**src/core/ddscw_pkg.sv**
```systemverilog
package ddscw_pkg;
   // Serial word layout
   localparam int WORD_W  = 16;
   localparam int HALF_W  = 14;
   localparam int FREQ_W  = 28;
   localparam int PHASE_W = 12;
   localparam int ADDR_HI = 15;
   localparam int ADDR_LO = 14;
   localparam logic [3:0] BIT_LAST = 4'hf;
   // Register address prefixes
   localparam logic [1:0] ADDR_CTRL   = 2'h0;
   localparam logic [1:0] ADDR_FREQ_A = 2'h1;
   localparam logic [1:0] ADDR_FREQ_B = 2'h2;
   localparam logic [1:0] ADDR_PHASE  = 2'h3;
   localparam int BIT_PHSEL = 13;
   // Control word field positions
   localparam int BIT_FULL   = 13;
   localparam int BIT_HALF   = 12;
   localparam int BIT_FREQ_REG_CHOICE   = 11;
   localparam int BIT_PSEL   = 10;
   localparam int BIT_SRC    = 9;
   localparam int BIT_RESET  = 8;
   localparam int BIT_HALT   = 7;
   localparam int BIT_DACPD  = 6;
   localparam int BIT_OUTEN  = 5;
   localparam int BIT_OUTSRC = 4;
   localparam int BIT_MSBH   = 3;
   localparam int BIT_MODE   = 1;
   localparam logic [13:0] CTRL_RST = 14'h0000;
   // Synchronised link pins, idle levels
   localparam int PIN_N     = 7;
   localparam int PIN_SCLK  = 6;
   localparam int PIN_SDATA = 5;
   localparam int PIN_FRAME_SYNC_N = 4;
   localparam int PIN_FREQ_REG_CHOICE  = 3;
   localparam int PIN_PSEL  = 2;
   localparam int PIN_RESET = 1;
   localparam int PIN_SLEEP = 0;
   localparam logic [6:0] LINK_IDLE = 7'h50;
   // Output path latency in clock cycles
   localparam int LAT_W = 4;
   localparam logic [3:0] LAT_BASE   = 4'h8;
   localparam logic [3:0] LAT_SLOW   = 4'h9;
   localparam logic [3:0] LAT_ONE    = 4'h1;
   localparam logic [1:0] MIN_STABLE = 2'h2;
   localparam logic [1:0] SINCE_MAX  = 2'h3;
   // Host serial clock
   localparam int CLK_PERIOD_NS = 10;
   localparam int SCLK_HALF_NS  = 40;
   localparam int DIV_W = 3;
   localparam logic [2:0] SCLK_HALF_CYC =
      3'(SCLK_HALF_NS / CLK_PERIOD_NS);
   localparam logic [2:0] SCLK_RELOAD = SCLK_HALF_CYC - 3'h1;
   // Host APB map
   localparam int APB_AW = 12;
   localparam logic [11:0] REG_TX     = 12'h000;
   localparam logic [11:0] REG_STATUS = 12'h004;
   localparam logic [11:0] REG_PINS   = 12'h008;
   localparam int ST_BUSY  = 0;
   localparam int ST_PEND  = 1;
   localparam int ST_FRAME = 2;
   localparam int ST_ERR   = 3;
   localparam int HP_FREQ_REG_CHOICE  = 0;
   localparam int HP_PSEL  = 1;
   localparam int HP_RESET = 2;
   localparam int HP_SLEEP = 3;
   typedef enum logic [1:0] {
      HS_IDLE  = 2'h0,
      HS_LEAD  = 2'h1,
      HS_SHIFT = 2'h3,
      HS_TRAIL = 2'h2
   } ddscw_hstate_e;
endpackage

```
**src/core/ddscw_if.sv**
```systemverilog
`timescale 1ns/100ps
`default_nettype none
interface ddscw_if;
   logic sclk;
   logic sdata;
   logic frame_sync_n;
   logic freq_select_pin;
   logic phase_select_pin;
   logic reset_pin;
   logic sleep_pin;
   modport device (input sclk, sdata, frame_sync_n, freq_select_pin,
                   phase_select_pin, reset_pin, sleep_pin);
   modport host (output sclk, sdata, frame_sync_n, freq_select_pin,
                 phase_select_pin, reset_pin, sleep_pin);
endinterface // ddscw_if
`default_nettype wire

```
**src/core/ddscw_device.sv**
```systemverilog
// Operation
// Select change reaches output after eight cycles
// Too-early select change costs one extra cycle
// Load to selected register shows in 8-9
// Reset and sleep release pass sampling stage
// Control bits except mode pass sampling stage; the code also applies the full and half bits straight from control_r
// Prefix 00 writes fourteen bits to control
// Full mode loads low half, then high
// Host keeps same prefix on both halves
// Full mode stages first half until second
// Host never repeats full load same register
// Split mode writes one half per word
// Half select picks upper or lower half
// Full mode ignores half select
// Frequency choice bit picks accumulator register
// Frame low shifts bits on falling sclk
// Long frames split into sixteen-bit words
// Phase choice bit picks added phase register
// Source bit chooses pins or control bits
// Choice zero is word a, one b
// Nonzero prefix writes frequency or phase registers
`timescale 1ns/100ps
`default_nettype none
module ddscw_device (
   input  wire logic                         pclk,
   input  wire logic                         presetn,
   ddscw_if.device                           link,
   output logic      [ddscw_pkg::FREQ_W-1:0]  active_freq_word,
   output logic      [ddscw_pkg::PHASE_W-1:0] active_phase_word,
   output logic                              freq_reg_choice,
   output logic                              phase_reg_choice,
   output logic                              core_reset,
   output logic                              clock_halt,
   output logic                              dac_power_down,
   output logic                              digital_out_enable,
   output logic                              digital_out_source,
   output logic                              msb_halving,
   output logic                              out_mode
);
   import ddscw_pkg::*;

   logic [PIN_N-1:0]   pins_raw;
   logic [PIN_N-1:0]   pins_s;
   logic               sclk_d_r;
   logic [WORD_W-2:0]  shift_r;
   logic [3:0]         bit_cnt_r;
   logic               sclk_fall;
   logic               word_stb;
   logic [WORD_W-1:0]  word_in;
   logic [1:0]         waddr;
   logic [HALF_W-1:0]  wdata;
   logic [HALF_W-1:0]  control_r;
   logic [HALF_W-1:0]  ctrl_core_r;
   logic [FREQ_W-1:0]  freq_r [2];
   logic [PHASE_W-1:0] phase_r [2];
   logic [HALF_W-1:0]  stage_r;
   logic               stage_full_r;
   logic               fwr;
   logic               fidx;
   logic               fcommit;
   logic               pwr;
   logic               pidx;
   logic               src;
   logic [1:0]         sel_eff;
   logic [1:0]         load_sel;
   logic [1:0]         sel_prev_r;
   logic [1:0]         apply;
   logic [LAT_W-1:0]   lat_cnt_r [2];
   logic [1:0]         since_r [2];
   logic               ph_r;
   logic               reset_req;
   logic               pd_req;
   logic               reset_smp_r;
   logic               halt_smp_r;
   logic               pd_smp_r;

   ////////////////////////////////////////////////////////////////////////
   // Pin capture
   assign pins_raw = {link.sclk, link.sdata, link.frame_sync_n,
                      link.freq_select_pin, link.phase_select_pin,
                      link.reset_pin, link.sleep_pin};

   ddscw_sync #(
      .W    (PIN_N),
      .INIT (LINK_IDLE)
   ) u_sync (
      .clk   (pclk),
      .rst_n (presetn),
      .d     (pins_raw),
      .q     (pins_s)
   );

   ////////////////////////////////////////////////////////////////////////
   // Serial input register
   assign sclk_fall = sclk_d_r & ~pins_s[PIN_SCLK];
   assign word_in   = {shift_r, pins_s[PIN_SDATA]};
   assign word_stb  = sclk_fall & ~pins_s[PIN_FRAME_SYNC_N] &
                      (bit_cnt_r == BIT_LAST);
   assign waddr     = word_in[ADDR_HI:ADDR_LO];
   assign wdata     = word_in[HALF_W-1:0];

   // Shift on falling sclk while frame low
   always_ff @(posedge pclk or negedge presetn) begin
      if (!presetn) begin
         sclk_d_r  <= 1'b1;
         shift_r   <= '0;
         bit_cnt_r <= 4'h0;
      end else begin
         sclk_d_r <= pins_s[PIN_SCLK];
         if (pins_s[PIN_FRAME_SYNC_N]) begin
            bit_cnt_r <= 4'h0;
         end else if (sclk_fall) begin
            shift_r   <= word_in[WORD_W-2:0];
            bit_cnt_r <= bit_cnt_r + 4'h1;
         end
      end
   end

   ////////////////////////////////////////////////////////////////////////
   // Control register and its sampled copy
   always_ff @(posedge pclk or negedge presetn) begin
      if (!presetn) begin
         control_r   <= CTRL_RST;
         ctrl_core_r <= CTRL_RST;
      end else begin
         if (word_stb && waddr == ADDR_CTRL) begin
            control_r <= wdata;
         end
         ctrl_core_r <= control_r;
      end
   end

   ////////////////////////////////////////////////////////////////////////
   // Frequency and phase register writes
   assign fwr  = word_stb & ((waddr == ADDR_FREQ_A) |
                             (waddr == ADDR_FREQ_B));
   assign fidx = (waddr == ADDR_FREQ_B);
   assign fcommit = fwr & (~control_r[BIT_FULL] | stage_full_r);
   assign pwr  = word_stb & (waddr == ADDR_PHASE);
   assign pidx = word_in[BIT_PHSEL];

   // Staging of the low half in full mode
   always_ff @(posedge pclk or negedge presetn) begin
      if (!presetn) begin
         stage_r      <= '0;
         stage_full_r <= 1'b0;
      end else if (word_stb && waddr == ADDR_CTRL) begin
         stage_full_r <= 1'b0;
      end else if (fwr && control_r[BIT_FULL]) begin
         if (!stage_full_r) begin
            stage_r      <= wdata;
            stage_full_r <= 1'b1;
         end else begin
            stage_full_r <= 1'b0;
         end
      end
   end

   // One writer per register entry
   for (genvar g = 0; g < 2; g++) begin : g_regs
      always_ff @(posedge pclk or negedge presetn) begin
         if (!presetn) begin
            freq_r[g]  <= '0;
            phase_r[g] <= '0;
         end else begin
            if (fcommit && fidx == 1'(g)) begin
               if (control_r[BIT_FULL]) begin
                  freq_r[g] <= {wdata, stage_r};
               end else if (control_r[BIT_HALF]) begin
                  freq_r[g][FREQ_W-1:HALF_W] <= wdata;
               end else begin
                  freq_r[g][HALF_W-1:0] <= wdata;
               end
            end
            if (pwr && pidx == 1'(g)) begin
               phase_r[g] <= word_in[PHASE_W-1:0];
            end
         end
      end
   end

   ////////////////////////////////////////////////////////////////////////
   // Selection source and latency counters
   assign src        = ctrl_core_r[BIT_SRC];
   assign sel_eff[0] = src ? pins_s[PIN_FREQ_REG_CHOICE]
                           : ctrl_core_r[BIT_FREQ_REG_CHOICE];
   assign sel_eff[1] = src ? pins_s[PIN_PSEL]
                           : ctrl_core_r[BIT_PSEL];
   assign load_sel[0] = fcommit & (fidx == sel_eff[0]);
   assign load_sel[1] = pwr & (pidx == sel_eff[1]);

   // Load position against the internal half cycle
   always_ff @(posedge pclk or negedge presetn) begin
      if (!presetn) begin
         ph_r <= 1'b0;
      end else begin
         ph_r <= ~ph_r;
      end
   end

   // Per channel delay from event to output
   for (genvar c = 0; c < 2; c++) begin : g_lat
      assign apply[c] = (lat_cnt_r[c] == LAT_ONE);
      always_ff @(posedge pclk or negedge presetn) begin
         if (!presetn) begin
            sel_prev_r[c] <= 1'b0;
            lat_cnt_r[c]  <= '0;
            since_r[c]    <= SINCE_MAX;
         end else begin
            sel_prev_r[c] <= sel_eff[c];
            if (sel_eff[c] != sel_prev_r[c]) begin
               since_r[c]   <= 2'h0;
               lat_cnt_r[c] <= (since_r[c] < MIN_STABLE) ?
                               LAT_SLOW : LAT_BASE;
            end else begin
               if (since_r[c] != SINCE_MAX) begin
                  since_r[c] <= since_r[c] + 2'h1;
               end
               if (load_sel[c] && lat_cnt_r[c] <= LAT_ONE) begin
                  lat_cnt_r[c] <= ph_r ? LAT_SLOW : LAT_BASE;
               end else if (lat_cnt_r[c] != '0) begin
                  lat_cnt_r[c] <= lat_cnt_r[c] - LAT_ONE;
               end
            end
         end
      end
   end

   // Output words switch when the delay expires
   always_ff @(posedge pclk or negedge presetn) begin
      if (!presetn) begin
         active_freq_word  <= '0;
         active_phase_word <= '0;
         freq_reg_choice   <= 1'b0;
         phase_reg_choice  <= 1'b0;
      end else begin
         if (apply[0]) begin
            active_freq_word <= freq_r[sel_eff[0]];
            freq_reg_choice  <= sel_eff[0];
         end
         if (apply[1]) begin
            active_phase_word <= phase_r[sel_eff[1]];
            phase_reg_choice  <= sel_eff[1];
         end
      end
   end

   ////////////////////////////////////////////////////////////////////////
   // Reset, sleep and output options
   assign reset_req = src ? pins_s[PIN_RESET]
                          : ctrl_core_r[BIT_RESET];
   assign pd_req    = src ? pins_s[PIN_SLEEP]
                          : ctrl_core_r[BIT_DACPD];

   // Release waits for the sampling stage
   always_ff @(posedge pclk or negedge presetn) begin
      if (!presetn) begin
         reset_smp_r        <= 1'b0;
         halt_smp_r         <= 1'b0;
         pd_smp_r           <= 1'b0;
         core_reset         <= 1'b0;
         clock_halt         <= 1'b0;
         dac_power_down     <= 1'b0;
         digital_out_enable <= 1'b0;
         digital_out_source <= 1'b0;
         msb_halving        <= 1'b0;
         out_mode           <= 1'b0;
      end else begin
         reset_smp_r    <= reset_req;
         halt_smp_r     <= ctrl_core_r[BIT_HALT];
         pd_smp_r       <= pd_req;
         core_reset     <= reset_req | reset_smp_r;
         clock_halt     <= ctrl_core_r[BIT_HALT] | halt_smp_r;
         dac_power_down <= pd_req | pd_smp_r;
         digital_out_enable <= ctrl_core_r[BIT_OUTEN];
         digital_out_source <= ctrl_core_r[BIT_OUTSRC];
         msb_halving        <= ctrl_core_r[BIT_MSBH];
         out_mode           <= control_r[BIT_MODE];
      end
   end
endmodule // ddscw_device
`default_nettype wire

```
**src/core/ddscw_sync.sv**
```systemverilog
`timescale 1ns/100ps
`default_nettype none
module ddscw_sync #(
   parameter int           W    = 1,
   parameter logic [W-1:0] INIT = '0
) (
   input  wire logic         clk,
   input  wire logic         rst_n,
   input  wire logic [W-1:0] d,
   output logic      [W-1:0] q
);
   logic [W-1:0] meta_r;

   // Two-stage capture of foreign levels
   always_ff @(posedge clk or negedge rst_n) begin
      if (!rst_n) begin
         meta_r <= INIT;
         q      <= INIT;
      end else begin
         meta_r <= d;
         q      <= meta_r;
      end
   end
endmodule // ddscw_sync
`default_nettype wire

```
**src/flat_wrapper.sv**
```systemverilog
// flat-port wrapper written by rule: the top's interface ports become plain ports
module ddscw_device_flat import ddscw_pkg::*;
  (pclk, presetn, active_freq_word, active_phase_word, freq_reg_choice, phase_reg_choice, core_reset, clock_halt, dac_power_down, digital_out_enable, digital_out_source, msb_halving, out_mode, link_sclk, link_sdata, link_frame_sync_n, link_freq_select_pin, link_phase_select_pin, link_reset_pin, link_sleep_pin);
  ddscw_if link_i ();
  input  wire logic pclk;
  input  wire logic presetn;
  output logic      [ddscw_pkg::FREQ_W-1:0] active_freq_word;
  output logic      [ddscw_pkg::PHASE_W-1:0] active_phase_word;
  output logic freq_reg_choice;
  output logic phase_reg_choice;
  output logic core_reset;
  output logic clock_halt;
  output logic dac_power_down;
  output logic digital_out_enable;
  output logic digital_out_source;
  output logic msb_halving;
  output logic out_mode;
  input wire logic [$bits(link_i.sclk)-1:0] link_sclk;
  input wire logic [$bits(link_i.sdata)-1:0] link_sdata;
  input wire logic [$bits(link_i.frame_sync_n)-1:0] link_frame_sync_n;
  input wire logic [$bits(link_i.freq_select_pin)-1:0] link_freq_select_pin;
  input wire logic [$bits(link_i.phase_select_pin)-1:0] link_phase_select_pin;
  input wire logic [$bits(link_i.reset_pin)-1:0] link_reset_pin;
  input wire logic [$bits(link_i.sleep_pin)-1:0] link_sleep_pin;
  assign link_i.sclk = link_sclk;
  assign link_i.sdata = link_sdata;
  assign link_i.frame_sync_n = link_frame_sync_n;
  assign link_i.freq_select_pin = link_freq_select_pin;
  assign link_i.phase_select_pin = link_phase_select_pin;
  assign link_i.reset_pin = link_reset_pin;
  assign link_i.sleep_pin = link_sleep_pin;
  ddscw_device u_core (.pclk(pclk), .presetn(presetn), .link(link_i), .active_freq_word(active_freq_word), .active_phase_word(active_phase_word), .freq_reg_choice(freq_reg_choice), .phase_reg_choice(phase_reg_choice), .core_reset(core_reset), .clock_halt(clock_halt), .dac_power_down(dac_power_down), .digital_out_enable(digital_out_enable), .digital_out_source(digital_out_source), .msb_halving(msb_halving), .out_mode(out_mode));
endmodule
```
**config.mk**
```make
export PLATFORM = sky130hd
export DESIGN_NAME = ddscw_device_flat
export DESIGN_NICKNAME = d
export VERILOG_FILES = /design/src/core/ddscw_pkg.sv /design/src/core/ddscw_if.sv /design/src/core/ddscw_device.sv /design/src/core/ddscw_sync.sv /design/src/flat_wrapper.sv
export SDC_FILE = /design/constraint.sdc
export NUM_CORES = 1
export LEC_CHECK = 0
export BUFFER_PORTS_ARGS = -buffer_cell sky130_fd_sc_hd__buf_2
export CAP_MARGIN = 20
export CORE_ASPECT_RATIO = 1.25
export CORE_MARGIN = 8
export CORE_UTILIZATION = 60
export CTS_CLUSTER_DIAMETER = 60
export DETAILED_ROUTE_END_ITERATION = 10
export PLACE_DENSITY = 0.79
export SYNTH_ARGS = -nofsm -noshare
export SYNTH_HDL_FRONTEND = slang
export SYNTH_HIERARCHICAL = 1
export SYNTH_SLANG_ARGS = --single-unit
```
**constraint.sdc**
```tcl
create_clock -name pclk -period 3.4 [get_ports pclk]
set_input_delay 0.17 -clock pclk [delete_from_list [all_inputs] [get_ports pclk]]
set_output_delay 0.17 -clock pclk [all_outputs]
set_load 0.02 [all_outputs]
```
==> results of run 1 <==
## metrics by stage
step / total power [µW] / hold WS [ns] / instance area, µm² / cells
2_1_floorplan: 2874 / -0.1256 / 8631 / 711
3_3_place_gp: 3049 / 0.2442 / 9061 / 919
3_5_place_dp: 3065 / 0.2570 / 9061 / 919
4_1_cts: 5485 / 0.2959 / 9867 / 964
5_1_grt: 5629 / 0.3049 / 9867 / 964
6_report: 5438 / 0.2715 / 9867 / 964
## cell usage in the layout (no fill, tap or decap), drive strengths merged, types with 2 or more instances in the layout
master / instances
a211o: 2
a21oi: 19
a31oi: 42
and2: 2
buf: 67
bufinv: 3
clkbuf: 30
clkinv: 4
clkinvlp: 2
dfrtp: 208
dfstp: 9
dlygate4sd3: 8
ha: 10
inv: 12
mux2: 91
mux2i: 19
nand2: 106
nand2b: 2
nand3b: 2
nand4: 2
nor2: 74
nor2b: 4
nor3: 10
o21ai: 21
o22ai: 2
o31a: 2
or2: 3
or3: 2
or4: 4
xnor2: 6
xor2: 4
## layer usage
metal,global-route usage [%],share of wire [%],vias up
met1,25.37,41,2883
met4,7.483,3.2,0
met5,0,0,-
met2,34.27,50,159
met3,3.452,5.0,47
li1,-,-,2556
## cells by family (layout without fill, tap and decap cells)
family	Yosys count	count (layout)
buf+inv	51	126
mux	110	110
simple gates	216	216
flops	217	217
xor+xnor	10	10
compound gates	97	97
fa+ha+maj	10	10
## flip-flops by register name, indices dropped and copies added, names as in the netlist, 2 cells and up
| signal | cells |
|---|---|
| u_core/since_r | 4 |
| u_core/active_freq_word | 28 |
| u_core/active_phase_word | 12 |
| u_core/stage_r | 14 |
| u_core/ctrl_core_r | 10 |
| u_core/freq_r | 56 |
| u_core/shift_r | 15 |
| u_core/phase_r | 24 |
| u_core/u_sync/q | 7 |
| u_core/bit_cnt_r | 4 |
| u_core/lat_cnt_r | 8 |
| u_core/control_r | 12 |
| u_core/sel_prev_r | 2 |
| u_core/u_sync/meta_r | 7 |
## final timing paths
check | from | slack [ns] | to | depth (start not counted)
min in group pclk | link_freq_select_pin | 0.32 | u_core/u_sync/meta_r[3] | 2
worst max register to register | u_core/bit_cnt_r[0] | 0.55 | u_core/freq_r[37] | 6
worst min register to register | u_core/ctrl_core_r[5] | 0.35 | u_core/digital_out_enable | 0
worst min-delay path | presetn | 0.27 | u_core/active_freq_word[4] | 2
max in group asynchronous | presetn | 2.03 | u_core/active_freq_word[24] | 3
worst max-delay path | u_core/bit_cnt_r[0] | 0.55 | u_core/freq_r[37] | 6
## final cells by class
type,instances,area (µm²)
Clock inverter,8,120.1
Inverter,13,48.80
Tap cell,178,222.7
Fill cell,971,4357
Multi-Input combinational cell,443,2972
Sequential cell,217,5441
Timing Repair Buffer,76,456.7
Clock buffer,29,605.6
## what timing repair did
action | in CTS | in global routing
setup buffers | 0 | 0
endpoints found under the hold margin | 89 | 0
hold buffers | 8 | 0
## worst reg2reg max path, cell delays in order (launching register included)
cell                       delay (ns)
sky130_fd_sc_hd__dfrtp_1         0.39
sky130_fd_sc_hd__ha_1            0.23
sky130_fd_sc_hd__nand3b_4        0.11
sky130_fd_sc_hd__or4b_1          0.68
sky130_fd_sc_hd__or4_1           0.96
sky130_fd_sc_hd__nand2_1         0.21
sky130_fd_sc_hd__o21ai_0         0.11
## power by group through the flow
| stage | Clock [µW] | Sequential [µW] | Combinational, µW |
|---|---|---|---|
| after CTS | 2450 | 2830 | 202 |
| after detailed placement | 0 | 2880 | 190 |
| after floorplan | 0 | 2760 | 109 |
| final | 2400 | 2840 | 198 |
| after global routing | 2560 | 2840 | 225 |
| after global placement | 0 | 2870 | 179 |
==> impl_results.html, run 1 <==
<table>
<tr><th>Metric</th><th>Value</th></tr>
<tr><th colspan="2">STA</th></tr>
<tr><td>Max-slew headroom</td><td>31.33%</td></tr>
<tr><td>Maximum clock frequency</td><td>0.3510 GHz</td></tr>
<tr><td>Shortest period the worst path allows</td><td>2.849 ns</td></tr>
<tr><td>RSZ-0062 raised after global routing</td><td>no</td></tr>
<tr><td>Total count of max-transition violations in the final report</td><td>0</td></tr>
<tr><td>Post-Route Skew</td><td>0.009375 ns</td></tr>
<tr><td>Final setup violation count</td><td>0</td></tr>
<tr><td>Total Negative Setup Slacks</td><td>0 ns</td></tr>
<tr><td>Actual slew at the worst max-slew pin</td><td>1.030 ns</td></tr>
<tr><td>Final Hold Vio Count</td><td>0</td></tr>
<tr><td>Final worst path period share</td><td>83.79%</td></tr>
<tr><td>Worst setup margin</td><td>0.5511 ns</td></tr>
<tr><th colspan="2">Logic synthesis</th></tr>
<tr><td>Arithmetic-cell share of the synthesized area counting full adders, half adders and majority gates</td><td>1.450%</td></tr>
<tr><td>Top cells by area in the synthesized netlist</td><td>sky130_fd_sc_hd__dfrtp_1 60%, sky130_fd_sc_hd__mux2_2 11%, sky130_fd_sc_hd__nand2_1 4.6%, sky130_fd_sc_hd__nor2_1 3.2%, sky130_fd_sc_hd__a31oi_1 3.0%</td></tr>
<tr><td>Dominant cell type by area after synthesis</td><td>sky130_fd_sc_hd__dfrtp_1</td></tr>
<tr><td>Fraction of synthesized cell area in xor and xnor cells</td><td>1.015%</td></tr>
<tr><td>Top FF cell, synth</td><td>sky130_fd_sc_hd__dfrtp_1</td></tr>
<tr><td>Synth cell types</td><td>50</td></tr>
<tr><td>Cell count after synthesis</td><td>711</td></tr>
<tr><td>Leading post-synthesis cells by instance count</td><td>208 x sky130_fd_sc_hd__dfrtp_1, 106 x sky130_fd_sc_hd__nand2_1, 83 x sky130_fd_sc_hd__mux2_2</td></tr>
<tr><td>Combinational family with the most area after synthesis</td><td>multiplexers</td></tr>
<tr><td>Total nets after synthesis</td><td>730</td></tr>
<tr><td>Multiplexer fraction of the synthesized cell area</td><td>14.42%</td></tr>
<tr><td>Post-synthesis simple-gate area fraction</td><td>10.70%</td></tr>
<tr><td>Top cell type's share of synthesized area</td><td>60.31%</td></tr>
<tr><td>Sequential element share of the synthesized area</td><td>63.05%</td></tr>
<tr><td>Syn_area_per_cell</td><td>12.14 µm²</td></tr>
<tr><td>Post-Syn Area</td><td>0.008631 mm²</td></tr>
<tr><td>Number of synthesized register bits</td><td>217</td></tr>
<tr><td>Number of synthesis warnings</td><td>6</td></tr>
<tr><td>Async S/R FF share, synth</td><td>100.0%</td></tr>
<tr><td>Synthesized-area fraction occupied by ao, oa, aoi and oai cells</td><td>6.785%</td></tr>
<tr><td>EDFF count, synth</td><td>0</td></tr>
<tr><td>Most common cell in the netlist</td><td>sky130_fd_sc_hd__dfrtp_1</td></tr>
<tr><th colspan="2">Min path</th></tr>
<tr><td>Hold/Removal Path Class</td><td>in2async</td></tr>
<tr><th colspan="2">Drt</th></tr>
<tr><td>Vias</td><td>5645</td></tr>
<tr><td>Drt total wl</td><td>17890 µm</td></tr>
<tr><td>Routed wire length per instance</td><td>18.55 µm</td></tr>
<tr><td>Iter 0 DRT Violations</td><td>494</td></tr>
<tr><td>Router iterations before antenna repair</td><td>5</td></tr>
<tr><td>DRC Markers</td><td>0</td></tr>
<tr><td>Vias per std cell</td><td>5.856</td></tr>
<tr><td>Post-DRT Antenna Nets</td><td>0</td></tr>
<tr><th colspan="2">GRT</th></tr>
<tr><td>Initial antenna violation count</td><td>0</td></tr>
<tr><td>Maximum number of pins on one net before global-route repair</td><td>88</td></tr>
<tr><td>Via count of the first global-routing pass</td><td>5902</td></tr>
<tr><td>All-Layer GR Usage</td><td>20.20%</td></tr>
<tr><td>Wire length of the first global-routing pass</td><td>29750 µm</td></tr>
<tr><td>Overall overflow remaining after global route</td><td>0</td></tr>
<tr><th colspan="2">Power</th></tr>
<tr><td>Sw Pwr</td><td>1234 µW</td></tr>
<tr><td>Proportion of power drawn by combinational gates</td><td>3.6%</td></tr>
<tr><td>Clock group share of total power</td><td>44.2%</td></tr>
<tr><td>Highest ir drop seen on vdd</td><td>457.6 µV</td></tr>
<tr><td>Lkg Pwr</td><td>0.004830 µW</td></tr>
<tr><td>Power density cells</td><td>551.1 mW/mm²</td></tr>
<tr><td>Sequential share of power</td><td>52.1%</td></tr>
<tr><td>Switching power as a share of total power</td><td>22.69%</td></tr>
<tr><td>Internal power consumption</td><td>4204 µW</td></tr>
<tr><th colspan="2">Job</th></tr>
<tr><td># Max-Cap Violations</td><td>0</td></tr>
<tr><th colspan="2">Clocking</th></tr>
<tr><td>Clock network latency to the later pin of the worst-skew pair</td><td>0.49 ns</td></tr>
<tr><td>Clock Sink Count</td><td>217</td></tr>
<tr><td>CTS max path bufs</td><td>3</td></tr>
<tr><td>CTS tree</td><td>built</td></tr>
<tr><td>Clock transition time at the flip-flop clock pins of the worst setup and hold paths</td><td>0.06 ns</td></tr>
<tr><td>Root cell of the clock tree</td><td>sky130_fd_sc_hd__clkbuf_16</td></tr>
<tr><td>Resized Gates After CTS</td><td>0</td></tr>
<tr><td>Number of buffers created by CTS</td><td>21</td></tr>
<tr><td>H-tree Lvls</td><td>1</td></tr>
<tr><th colspan="2">Place</th></tr>
<tr><td>Buffers added on ports</td><td>57</td></tr>
<tr><td>Placement Setup Slack</td><td>0.5593 ns</td></tr>
<tr><td>Dpl hpwl</td><td>11340 µm</td></tr>
<tr><td>Placer's final routability congestion estimate</td><td>0.8301</td></tr>
<tr><th colspan="2">Critical path</th></tr>
<tr><td>Delay-heaviest family, CP</td><td>simple AND/OR/NAND/NOR gates</td></tr>
<tr><td>Worst-path fanout max</td><td>28</td></tr>
<tr><td>Worst stage delay on the critical path</td><td>0.96 ns</td></tr>
<tr><td>Crit path DAT</td><td>3.17 ns</td></tr>
<tr><td>Type of element launching the critical path</td><td>register</td></tr>
<tr><td>Total buffers and inverters traversed by the critical path</td><td>0</td></tr>
<tr><td>Element type at the critical path end</td><td>register</td></tr>
<tr><td>Endpoint required time on the critical path</td><td>3.72 ns</td></tr>
<tr><td>Slowest library cell on the worst path</td><td>sky130_fd_sc_hd__or4_1</td></tr>
<tr><td>Cell Chain, Critical Path</td><td>ha_1, nand3b_4, or4b_1, or4_1, nand2_1, o21ai_0</td></tr>
<tr><td>Worst Setup Path Type</td><td>reg2reg</td></tr>
<tr><th colspan="2">Die</th></tr>
<tr><td>Area enclosed by the die boundary</td><td>0.01850 mm²</td></tr>
<tr><td>Core area</td><td>0.01422 mm²</td></tr>
<tr><td>Die W</td><td>123.3 µm</td></tr>
<tr><td>Io pins</td><td>58</td></tr>
<tr><td>Cell row count</td><td>49</td></tr>
<tr><td>Die height</td><td>150.1 µm</td></tr>
<tr><td>Initial cell density of the core</td><td>60.68%</td></tr>
<tr><th colspan="2">Cells and area</th></tr>
<tr><td>Share of final-layout standard cells stronger than drive strength 1</td><td>26.84%</td></tr>
<tr><td>Synthesis-to-finish area growth</td><td>14.32%</td></tr>
<tr><td>Total Nets Final</td><td>791</td></tr>
<tr><td>Antenna diode count</td><td>0</td></tr>
<tr><td>Final Util</td><td>69.37%</td></tr>
<tr><th colspan="2">Outcome</th></tr>
<tr><td>Status</td><td>finished clean</td></tr>
</table>
Power figures use the tool's default switching activity.
==> run 2: changes to the inputs <==
==> constraint.sdc (replaced) <==
create_clock -name pclk -period 3 [get_ports pclk]
set_input_delay 0.15 -clock pclk [delete_from_list [all_inputs] [get_ports pclk]]
set_output_delay 0.15 -clock pclk [all_outputs]
set_load 0.02 [all_outputs]
==> run 2 against run 1 <==
  * Utilization grew 0.33 points
  * Hold slack gained 0.017 ns
  * Global-route usage is essentially flat
  * Flip-flop and latch count is the same
  * Die area is the same
  * Critical endpoint is now u_core/freq_r[52]
  * Setup slack lost 0.14 ns
==> impl_results.html, run 2 (synthesized netlist as in run 1, its figures left out) <==
<table>
<tr><th>Metric</th><th>Value</th></tr>
<tr><th colspan="2">STA</th></tr>
<tr><td>Maximum clock frequency</td><td>0.3862 GHz</td></tr>
<tr><td>RSZ-0062 raised after global routing</td><td>no</td></tr>
<tr><td>Total count of max-transition violations in the final report</td><td>0</td></tr>
<tr><td>Actual slew at the worst max-slew pin</td><td>0.8992 ns</td></tr>
<tr><td>Final setup violation count</td><td>0</td></tr>
<tr><td>Worst setup margin</td><td>0.4109 ns</td></tr>
<tr><td>Post-Route Skew</td><td>0.009774 ns</td></tr>
<tr><td>Max-slew headroom</td><td>40.05%</td></tr>
<tr><td>Final Hold Vio Count</td><td>0</td></tr>
<tr><td>Total Negative Setup Slacks</td><td>0 ns</td></tr>
<tr><td>Final-layout worst hold slack</td><td>0.2889 ns</td></tr>
<tr><td>Final worst path period share</td><td>86.30%</td></tr>
<tr><td>Shortest period the worst path allows</td><td>2.589 ns</td></tr>
<tr><th colspan="2">Cells and area</th></tr>
<tr><td>Share of final-layout standard cells stronger than drive strength 1</td><td>27.02%</td></tr>
<tr><td>Total Nets Final</td><td>796</td></tr>
<tr><td>Synthesis-to-finish area growth</td><td>14.86%</td></tr>
<tr><td>Commonest cells after routing, fill and taps aside</td><td>208 x sky130_fd_sc_hd__dfrtp_1, 106 x sky130_fd_sc_hd__nand2_1, 83 x sky130_fd_sc_hd__mux2_2</td></tr>
<tr><td>Flip-flop count of the largest register after layout</td><td>56</td></tr>
<tr><td>Commonest non-fill, non-tap cell in the layout</td><td>sky130_fd_sc_hd__dfrtp_1</td></tr>
<tr><td>Antenna diode count</td><td>0</td></tr>
<tr><td>Final Util</td><td>69.70%</td></tr>
<tr><td>Most flop-heavy register</td><td>u_core/freq_r</td></tr>
<tr><td>Final-layout fill cell count</td><td>1011</td></tr>
<tr><td>Largest registers</td><td>u_core/freq_r x56, u_core/active_freq_word x28, u_core/phase_r x24</td></tr>
<tr><th colspan="2">Clocking</th></tr>
<tr><td>Clock Sink Count</td><td>217</td></tr>
<tr><td>CTS max path bufs</td><td>3</td></tr>
<tr><td>Number of setup buffers added after CTS</td><td>0</td></tr>
<tr><td>CTS tree</td><td>built</td></tr>
<tr><td>Root cell of the clock tree</td><td>sky130_fd_sc_hd__clkbuf_16</td></tr>
<tr><td>Clock transition time at the flip-flop clock pins of the worst setup and hold paths</td><td>0.06 ns</td></tr>
<tr><td>Number of buffers created by CTS</td><td>22</td></tr>
<tr><td>Clock network latency to the later pin of the worst-skew pair</td><td>0.49 ns</td></tr>
<tr><td>H-tree Lvls</td><td>1</td></tr>
<tr><th colspan="2">Critical path</th></tr>
<tr><td>Worst-case register-to-register setup slack</td><td>0.41 ns</td></tr>
<tr><td>Endpoint required time on the critical path</td><td>3.37 ns</td></tr>
<tr><td>Worst-path fanout max</td><td>15</td></tr>
<tr><td>Worst stage delay on the critical path</td><td>0.73 ns</td></tr>
<tr><td>Type of element launching the critical path</td><td>register</td></tr>
<tr><td>Cell Chain, Critical Path</td><td>ha_1, nand3b_4, or4b_1, or4_4, mux2_4</td></tr>
<tr><td>Delay-heaviest family, CP</td><td>simple AND/OR/NAND/NOR gates</td></tr>
<tr><td>Element type at the critical path end</td><td>register</td></tr>
<tr><td>Total buffers and inverters traversed by the critical path</td><td>0</td></tr>
<tr><td>Slowest library cell on the worst path</td><td>sky130_fd_sc_hd__or4_4</td></tr>
<tr><td>Crit path DAT</td><td>2.96 ns</td></tr>
<tr><td>Worst Setup Path Type</td><td>reg2reg</td></tr>
<tr><th colspan="2">GRT</th></tr>
<tr><td>Maximum number of pins on one net before global-route repair</td><td>97</td></tr>
<tr><td>Wire length of the first global-routing pass</td><td>29770 µm</td></tr>
<tr><td>Overall overflow remaining after global route</td><td>0</td></tr>
<tr><td>All-Layer GR Usage</td><td>20.25%</td></tr>
<tr><td>Via count of the first global-routing pass</td><td>5943</td></tr>
<tr><td>Initial antenna violation count</td><td>1</td></tr>
<tr><th colspan="2">Die</th></tr>
<tr><td>Die W</td><td>123.3 µm</td></tr>
<tr><td>Die height</td><td>150.1 µm</td></tr>
<tr><td>Core area</td><td>0.01422 mm²</td></tr>
<tr><td>Io pins</td><td>58</td></tr>
<tr><td>Area enclosed by the die boundary</td><td>0.01850 mm²</td></tr>
<tr><td>Initial cell density of the core</td><td>60.68%</td></tr>
<tr><td>Cell row count</td><td>49</td></tr>
<tr><th colspan="2">Power</th></tr>
<tr><td>Highest ir drop seen on vdd</td><td>513.8 µV</td></tr>
<tr><td>Lkg Pwr</td><td>0.004858 µW</td></tr>
<tr><td>Power density cells</td><td>614.0 mW/mm²</td></tr>
<tr><th colspan="2">Drt</th></tr>
<tr><td>Drt total wl</td><td>17950 µm</td></tr>
<tr><td>Routed wire length per instance</td><td>18.50 µm</td></tr>
<tr><td>Post-DRT Antenna Nets</td><td>0</td></tr>
<tr><td>DRC Markers</td><td>0</td></tr>
<tr><td>Iter 0 DRT Violations</td><td>462</td></tr>
<tr><td>Router iterations before antenna repair</td><td>5</td></tr>
<tr><td>Vias</td><td>5591</td></tr>
<tr><td>Vias per std cell</td><td>5.764</td></tr>
<tr><th colspan="2">Place</th></tr>
<tr><td>Placement Setup Slack</td><td>0.4237 ns</td></tr>
<tr><td>Buffers added on ports</td><td>57</td></tr>
<tr><td>Placer's final routability congestion estimate</td><td>0.7765</td></tr>
<tr><td>Dpl hpwl</td><td>11380 µm</td></tr>
<tr><th colspan="2">Min path</th></tr>
<tr><td>Hold/Removal Path Class</td><td>in2async</td></tr>
<tr><th colspan="2">Outcome</th></tr>
<tr><td>Status</td><td>finished clean</td></tr>
<tr><th colspan="2">Job</th></tr>
<tr><td># Max-Cap Violations</td><td>0</td></tr>
</table>
## run 2: cell type report
class	count	area [µm²]	area share, %
well taps	178	222.7	2.247
inverters	13	48.80	0.4922
clock buffers	33	653.1	6.588
multi-input cells	443	2972	29.98
repair buffers	80	511.7	5.162
clock inverters	6	63.81	0.6437
flip-flops and latches	217	5441	54.89
## run 2: through the flow
stage               total power (µW)  instance area, µm²  cells
floorplan                       3257                8631    711
global placement                3454                9116    923
detailed placement              3478                9116    923
CTS                             6147                9913    970
global route                    6326                9913    970
finish                          6087                9913    970
## run 2: worst register-to-register path, delay by kind of cell, from the launching register on
kind	cells	cell delay [ns]
fa+ha+maj	1	0.22
flops	1	0.39
mux	1	0.36
simple gates	3	1.51
## run 2: worst paths after layout
path / startpoint / to / cells past startpoint
hold / removal: presetn / u_core/active_freq_word[1] / 2
max in group asynchronous: presetn / u_core/since_r[1] / 3
hold reg to reg: u_core/u_sync/meta_r[2] / u_core/u_sync/q[2] / 0
setup / recovery: u_core/bit_cnt_r[0] / u_core/freq_r[52] / 5
setup reg to reg: u_core/bit_cnt_r[0] / u_core/freq_r[52] / 5
min in group pclk: link_sdata / u_core/u_sync/meta_r[5] / 2
## run 2: per-layer routing
metal / part of all wire [%] / global-route usage (%) / wire length (µm) / vias to the layer above
li1: - / - / - / 2555
met1: 41 / 25.16 / 7314 / 2846
met3: 4.7 / 3.227 / 849 / 46
met2: 51 / 34.16 / 9149 / 142
met5: 0.056 / 0 / 10 / -
met4: 3.5 / 8.992 / 625 / 2
## run 2: timing repair
action                    4_1_cts  5_1_grt
hold endpoints to repair       94        0
gates resized for setup         0        0
hold buffers                    8        0
## run 2: report_power, final
part | leakage, µW | internal [µW] | switching (µW)
logic | 0.00155 | 99.0 | 125
clock network | 0.000351 | 1590 | 1060
registers | 0.00296 | 3000 | 209
==> run 3: changes to the inputs <==
--- a/config.mk
+++ b/config.mk
@@ -5,13 +5,14 @@
 export SDC_FILE = /design/constraint.sdc
 export NUM_CORES = 1
 export LEC_CHECK = 0
-export BUFFER_PORTS_ARGS = -buffer_cell sky130_fd_sc_hd__buf_2
+export BUFFER_PORTS_ARGS = -buffer_cell sky130_fd_sc_hd__buf_4
 export CAP_MARGIN = 20
 export CORE_ASPECT_RATIO = 1.25
 export CORE_MARGIN = 8
 export CORE_UTILIZATION = 60
 export CTS_CLUSTER_DIAMETER = 60
 export DETAILED_ROUTE_END_ITERATION = 10
+export MAX_ROUTING_LAYER = met4
 export PLACE_DENSITY = 0.79
 export SYNTH_ARGS = -nofsm -noshare
 export SYNTH_HDL_FRONTEND = slang
==> run 3 against run 2 <==
  * Fmax is 0.24% lower
  * Wire length is 0.27% higher
  * Combinational power is 2% higher
  * Flip-flop and latch count stayed put
  * Sequential power hardly changed
  * Die area stayed put
==> impl_results.html, run 3 (synthesized netlist as in run 1, its figures left out) <==
<table>
<tr><th>Metric</th><th>Value</th></tr>
<tr><th colspan="2">STA</th></tr>
<tr><td>Final setup violation count</td><td>0</td></tr>
<tr><td>RSZ-0062 raised after global routing</td><td>no</td></tr>
<tr><td>Max-slew headroom</td><td>29.66%</td></tr>
<tr><td>Maximum clock frequency</td><td>0.3853 GHz</td></tr>
<tr><td>Final Hold Vio Count</td><td>0</td></tr>
<tr><td>Actual slew at the worst max-slew pin</td><td>1.055 ns</td></tr>
<tr><td>Total Negative Setup Slacks</td><td>0 ns</td></tr>
<tr><td>Post-Route Skew</td><td>0.01564 ns</td></tr>
<tr><td>Worst setup margin</td><td>0.4045 ns</td></tr>
<tr><td>Total count of max-transition violations in the final report</td><td>0</td></tr>
<tr><td>Shortest period the worst path allows</td><td>2.595 ns</td></tr>
<tr><td>Final worst path period share</td><td>86.52%</td></tr>
<tr><th colspan="2">Drt</th></tr>
<tr><td>Vias per std cell</td><td>5.782</td></tr>
<tr><td>DRC Markers</td><td>0</td></tr>
<tr><td>Post-DRT Antenna Nets</td><td>0</td></tr>
<tr><td>Routed wire length per instance</td><td>18.67 µm</td></tr>
<tr><td>Vias</td><td>5574</td></tr>
<tr><td>Router iterations before antenna repair</td><td>4</td></tr>
<tr><td>Iter 0 DRT Violations</td><td>457</td></tr>
<tr><td>Drt total wl</td><td>18000 µm</td></tr>
<tr><th colspan="2">Cells and area</th></tr>
<tr><td>Commonest non-fill, non-tap cell in the layout</td><td>sky130_fd_sc_hd__dfrtp_1</td></tr>
<tr><td>Total Nets Final</td><td>793</td></tr>
<tr><td>Share of final-layout standard cells stronger than drive strength 1</td><td>26.59%</td></tr>
<tr><td>Synthesis-to-finish area growth</td><td>15.63%</td></tr>
<tr><td>Flip-flop count of the largest register after layout</td><td>56</td></tr>
<tr><td>Largest registers</td><td>u_core/freq_r x56, u_core/active_freq_word x28, u_core/phase_r x24</td></tr>
<tr><td>Antenna diode count</td><td>0</td></tr>
<tr><td>Commonest cells after routing, fill and taps aside</td><td>208 x sky130_fd_sc_hd__dfrtp_1, 106 x sky130_fd_sc_hd__nand2_1, 83 x sky130_fd_sc_hd__mux2_2</td></tr>
<tr><td>Non-filler cells, final</td><td>964</td></tr>
<tr><td>Most flop-heavy register</td><td>u_core/freq_r</td></tr>
<tr><th colspan="2">Power</th></tr>
<tr><td>Proportion of power drawn by combinational gates</td><td>3.8%</td></tr>
<tr><td>Sw Pwr</td><td>1372 µW</td></tr>
<tr><td>Highest ir drop seen on vdd</td><td>394.4 µV</td></tr>
<tr><td>Clock group share of total power</td><td>42.6%</td></tr>
<tr><td>Internal power consumption</td><td>4626 µW</td></tr>
<tr><td>Sequential share of power</td><td>53.6%</td></tr>
<tr><td>Power density cells</td><td>601.0 mW/mm²</td></tr>
<tr><td>Lkg Pwr</td><td>0.004817 µW</td></tr>
<tr><td>Switching power as a share of total power</td><td>22.88%</td></tr>
<tr><th colspan="2">Die</th></tr>
<tr><td>Core area</td><td>0.01422 mm²</td></tr>
<tr><td>Area enclosed by the die boundary</td><td>0.01850 mm²</td></tr>
<tr><td>Die height</td><td>150.1 µm</td></tr>
<tr><td>Initial cell density of the core</td><td>60.68%</td></tr>
<tr><td>Die W</td><td>123.3 µm</td></tr>
<tr><td>Io pins</td><td>58</td></tr>
<tr><td>Cell row count</td><td>49</td></tr>
<tr><th colspan="2">Place</th></tr>
<tr><td>Dpl hpwl</td><td>11370 µm</td></tr>
<tr><td>Placer's final routability congestion estimate</td><td>0.8420</td></tr>
<tr><td>Placed cell count</td><td>922</td></tr>
<tr><td>Buffers added on ports</td><td>57</td></tr>
<tr><td>Placement Setup Slack</td><td>0.4191 ns</td></tr>
<tr><th colspan="2">GRT</th></tr>
<tr><td>Overall overflow remaining after global route</td><td>0</td></tr>
<tr><td>Maximum number of pins on one net before global-route repair</td><td>95</td></tr>
<tr><td>Initial antenna violation count</td><td>0</td></tr>
<tr><td>All-Layer GR Usage</td><td>20.71%</td></tr>
<tr><td>Via count of the first global-routing pass</td><td>5863</td></tr>
<tr><td>Wire length of the first global-routing pass</td><td>29680 µm</td></tr>
<tr><th colspan="2">Critical path</th></tr>
<tr><td>Endpoint required time on the critical path</td><td>3.37 ns</td></tr>
<tr><td>Element type at the critical path end</td><td>register</td></tr>
<tr><td>Critical R2R Launch</td><td>u_core/shift_r[13]</td></tr>
<tr><td>Worst stage delay on the critical path</td><td>0.72 ns</td></tr>
<tr><td>Worst Setup Path Type</td><td>reg2reg</td></tr>
<tr><td>Worst-path fanout max</td><td>15</td></tr>
<tr><td>Crit path from</td><td>u_core/shift_r[13]</td></tr>
<tr><td>Delay-heaviest family, CP</td><td>simple AND/OR/NAND/NOR gates</td></tr>
<tr><td>Cell Chain, Critical Path</td><td>inv_1, ha_1, or4b_1, or4_4, mux2_4</td></tr>
<tr><td>Total buffers and inverters traversed by the critical path</td><td>1</td></tr>
<tr><td>Type of element launching the critical path</td><td>register</td></tr>
<tr><td>Slowest library cell on the worst path</td><td>sky130_fd_sc_hd__or4_4</td></tr>
<tr><td>Crit path DAT</td><td>2.97 ns</td></tr>
<tr><th colspan="2">Clocking</th></tr>
<tr><td>Number of setup buffers added after CTS</td><td>0</td></tr>
<tr><td>Number of buffers created by CTS</td><td>20</td></tr>
<tr><td>Clock transition time at the flip-flop clock pins of the worst setup and hold paths</td><td>0.07 ns</td></tr>
<tr><td>Clock Sink Count</td><td>217</td></tr>
<tr><td>CTS max path bufs</td><td>3</td></tr>
<tr><td>CTS tree</td><td>built</td></tr>
<tr><td>Clock network latency to the later pin of the worst-skew pair</td><td>0.49 ns</td></tr>
<tr><td>Root cell of the clock tree</td><td>sky130_fd_sc_hd__clkbuf_16</td></tr>
<tr><td>H-tree Lvls</td><td>1</td></tr>
<tr><th colspan="2">Outcome</th></tr>
<tr><td>Status</td><td>finished clean</td></tr>
<tr><th colspan="2">Job</th></tr>
<tr><td># Max-Cap Violations</td><td>0</td></tr>
<tr><th colspan="2">Min path</th></tr>
<tr><td>Hold/Removal Path Class</td><td>in2async</td></tr>
</table>
==> run 3: changes by cell type in the layout (fill, tap and decap cells not counted), sizes merged <==
cell    previous run  this run
inv               13        12
clkbuf            34        30
clkinv             4         3
buf               71        70
bufinv             1         2
==> run 3: routing by layer <==
layer  wire length (µm)  part of all wire [%]  GRT usage [%]  vias up
met5                  0                     0              -        -
met4                447                   2.5          7.604        0
met3                771                   4.3          2.514       30
met2               9228                    51          34.79      144
met1               7551                    42          25.24     2837
li1                   -                     -              -     2563
==> run 3: timing repair <==
item                       CTS  global route
hold endpoints to repair    91             0
hold buffers                 8             0
gates resized for setup      0             0
setup endpoints to repair    0             0
==> run 3: worst register-to-register path, delay by kind of cell (launching register included) <==
family	cells	cell delay [ns]
simple gates	2	1.33
flops	1	0.38
mux	1	0.36
fa+ha+maj	1	0.31
buf+inv	1	0.09
==> run 3: worst paths after layout <==
check                      slack [ns]                      end  cells past startpoint
setup / recovery                 0.40        u_core/freq_r[49]                      5
min in group pclk                0.32  u_core/u_sync/meta_r[2]                      2
setup reg to reg                 0.40        u_core/freq_r[49]                      5
hold reg to reg                  0.35       u_core/u_sync/q[1]                      0
max in group asynchronous        1.79        u_core/since_r[0]                      3
hold / removal                   0.27        u_core/freq_r[31]                      2
==> run 3: layout make-up <==
cell class	count	area (µm²)
clock inverter	5	77.57
multi-input combinational	443	2972
inverter	13	48.80
sequential	217	5441
fill	1003	4244
clock buffer	29	585.6
timing repair buffer	79	631.9
tap	178	222.7
==> run 3: power groups by stage <==
stage          sequential [µW]  combinational, µW  clock (µW)
5_1_grt                   3220                257        2710
6_report                  3210                229        2560
3_5_place_dp              3260                222           0
3_3_place_gp              3250                207           0
2_1_floorplan             3130                123           0
4_1_cts                   3210                234        2600
==> run 3: stage by stage <==
step                      total power, µW  hold slack [ns]  cell area [µm²]  util, %
final                                5998           0.2694             9980    70.16
after global placement               3457           0.2601             9236    64.94
after detailed placement             3486           0.2606             9236    64.94
after CTS                            6046           0.2962             9980    70.16
after global routing                 6190           0.3072             9980    70.16
after floorplan                      3257          -0.1456             8631        -
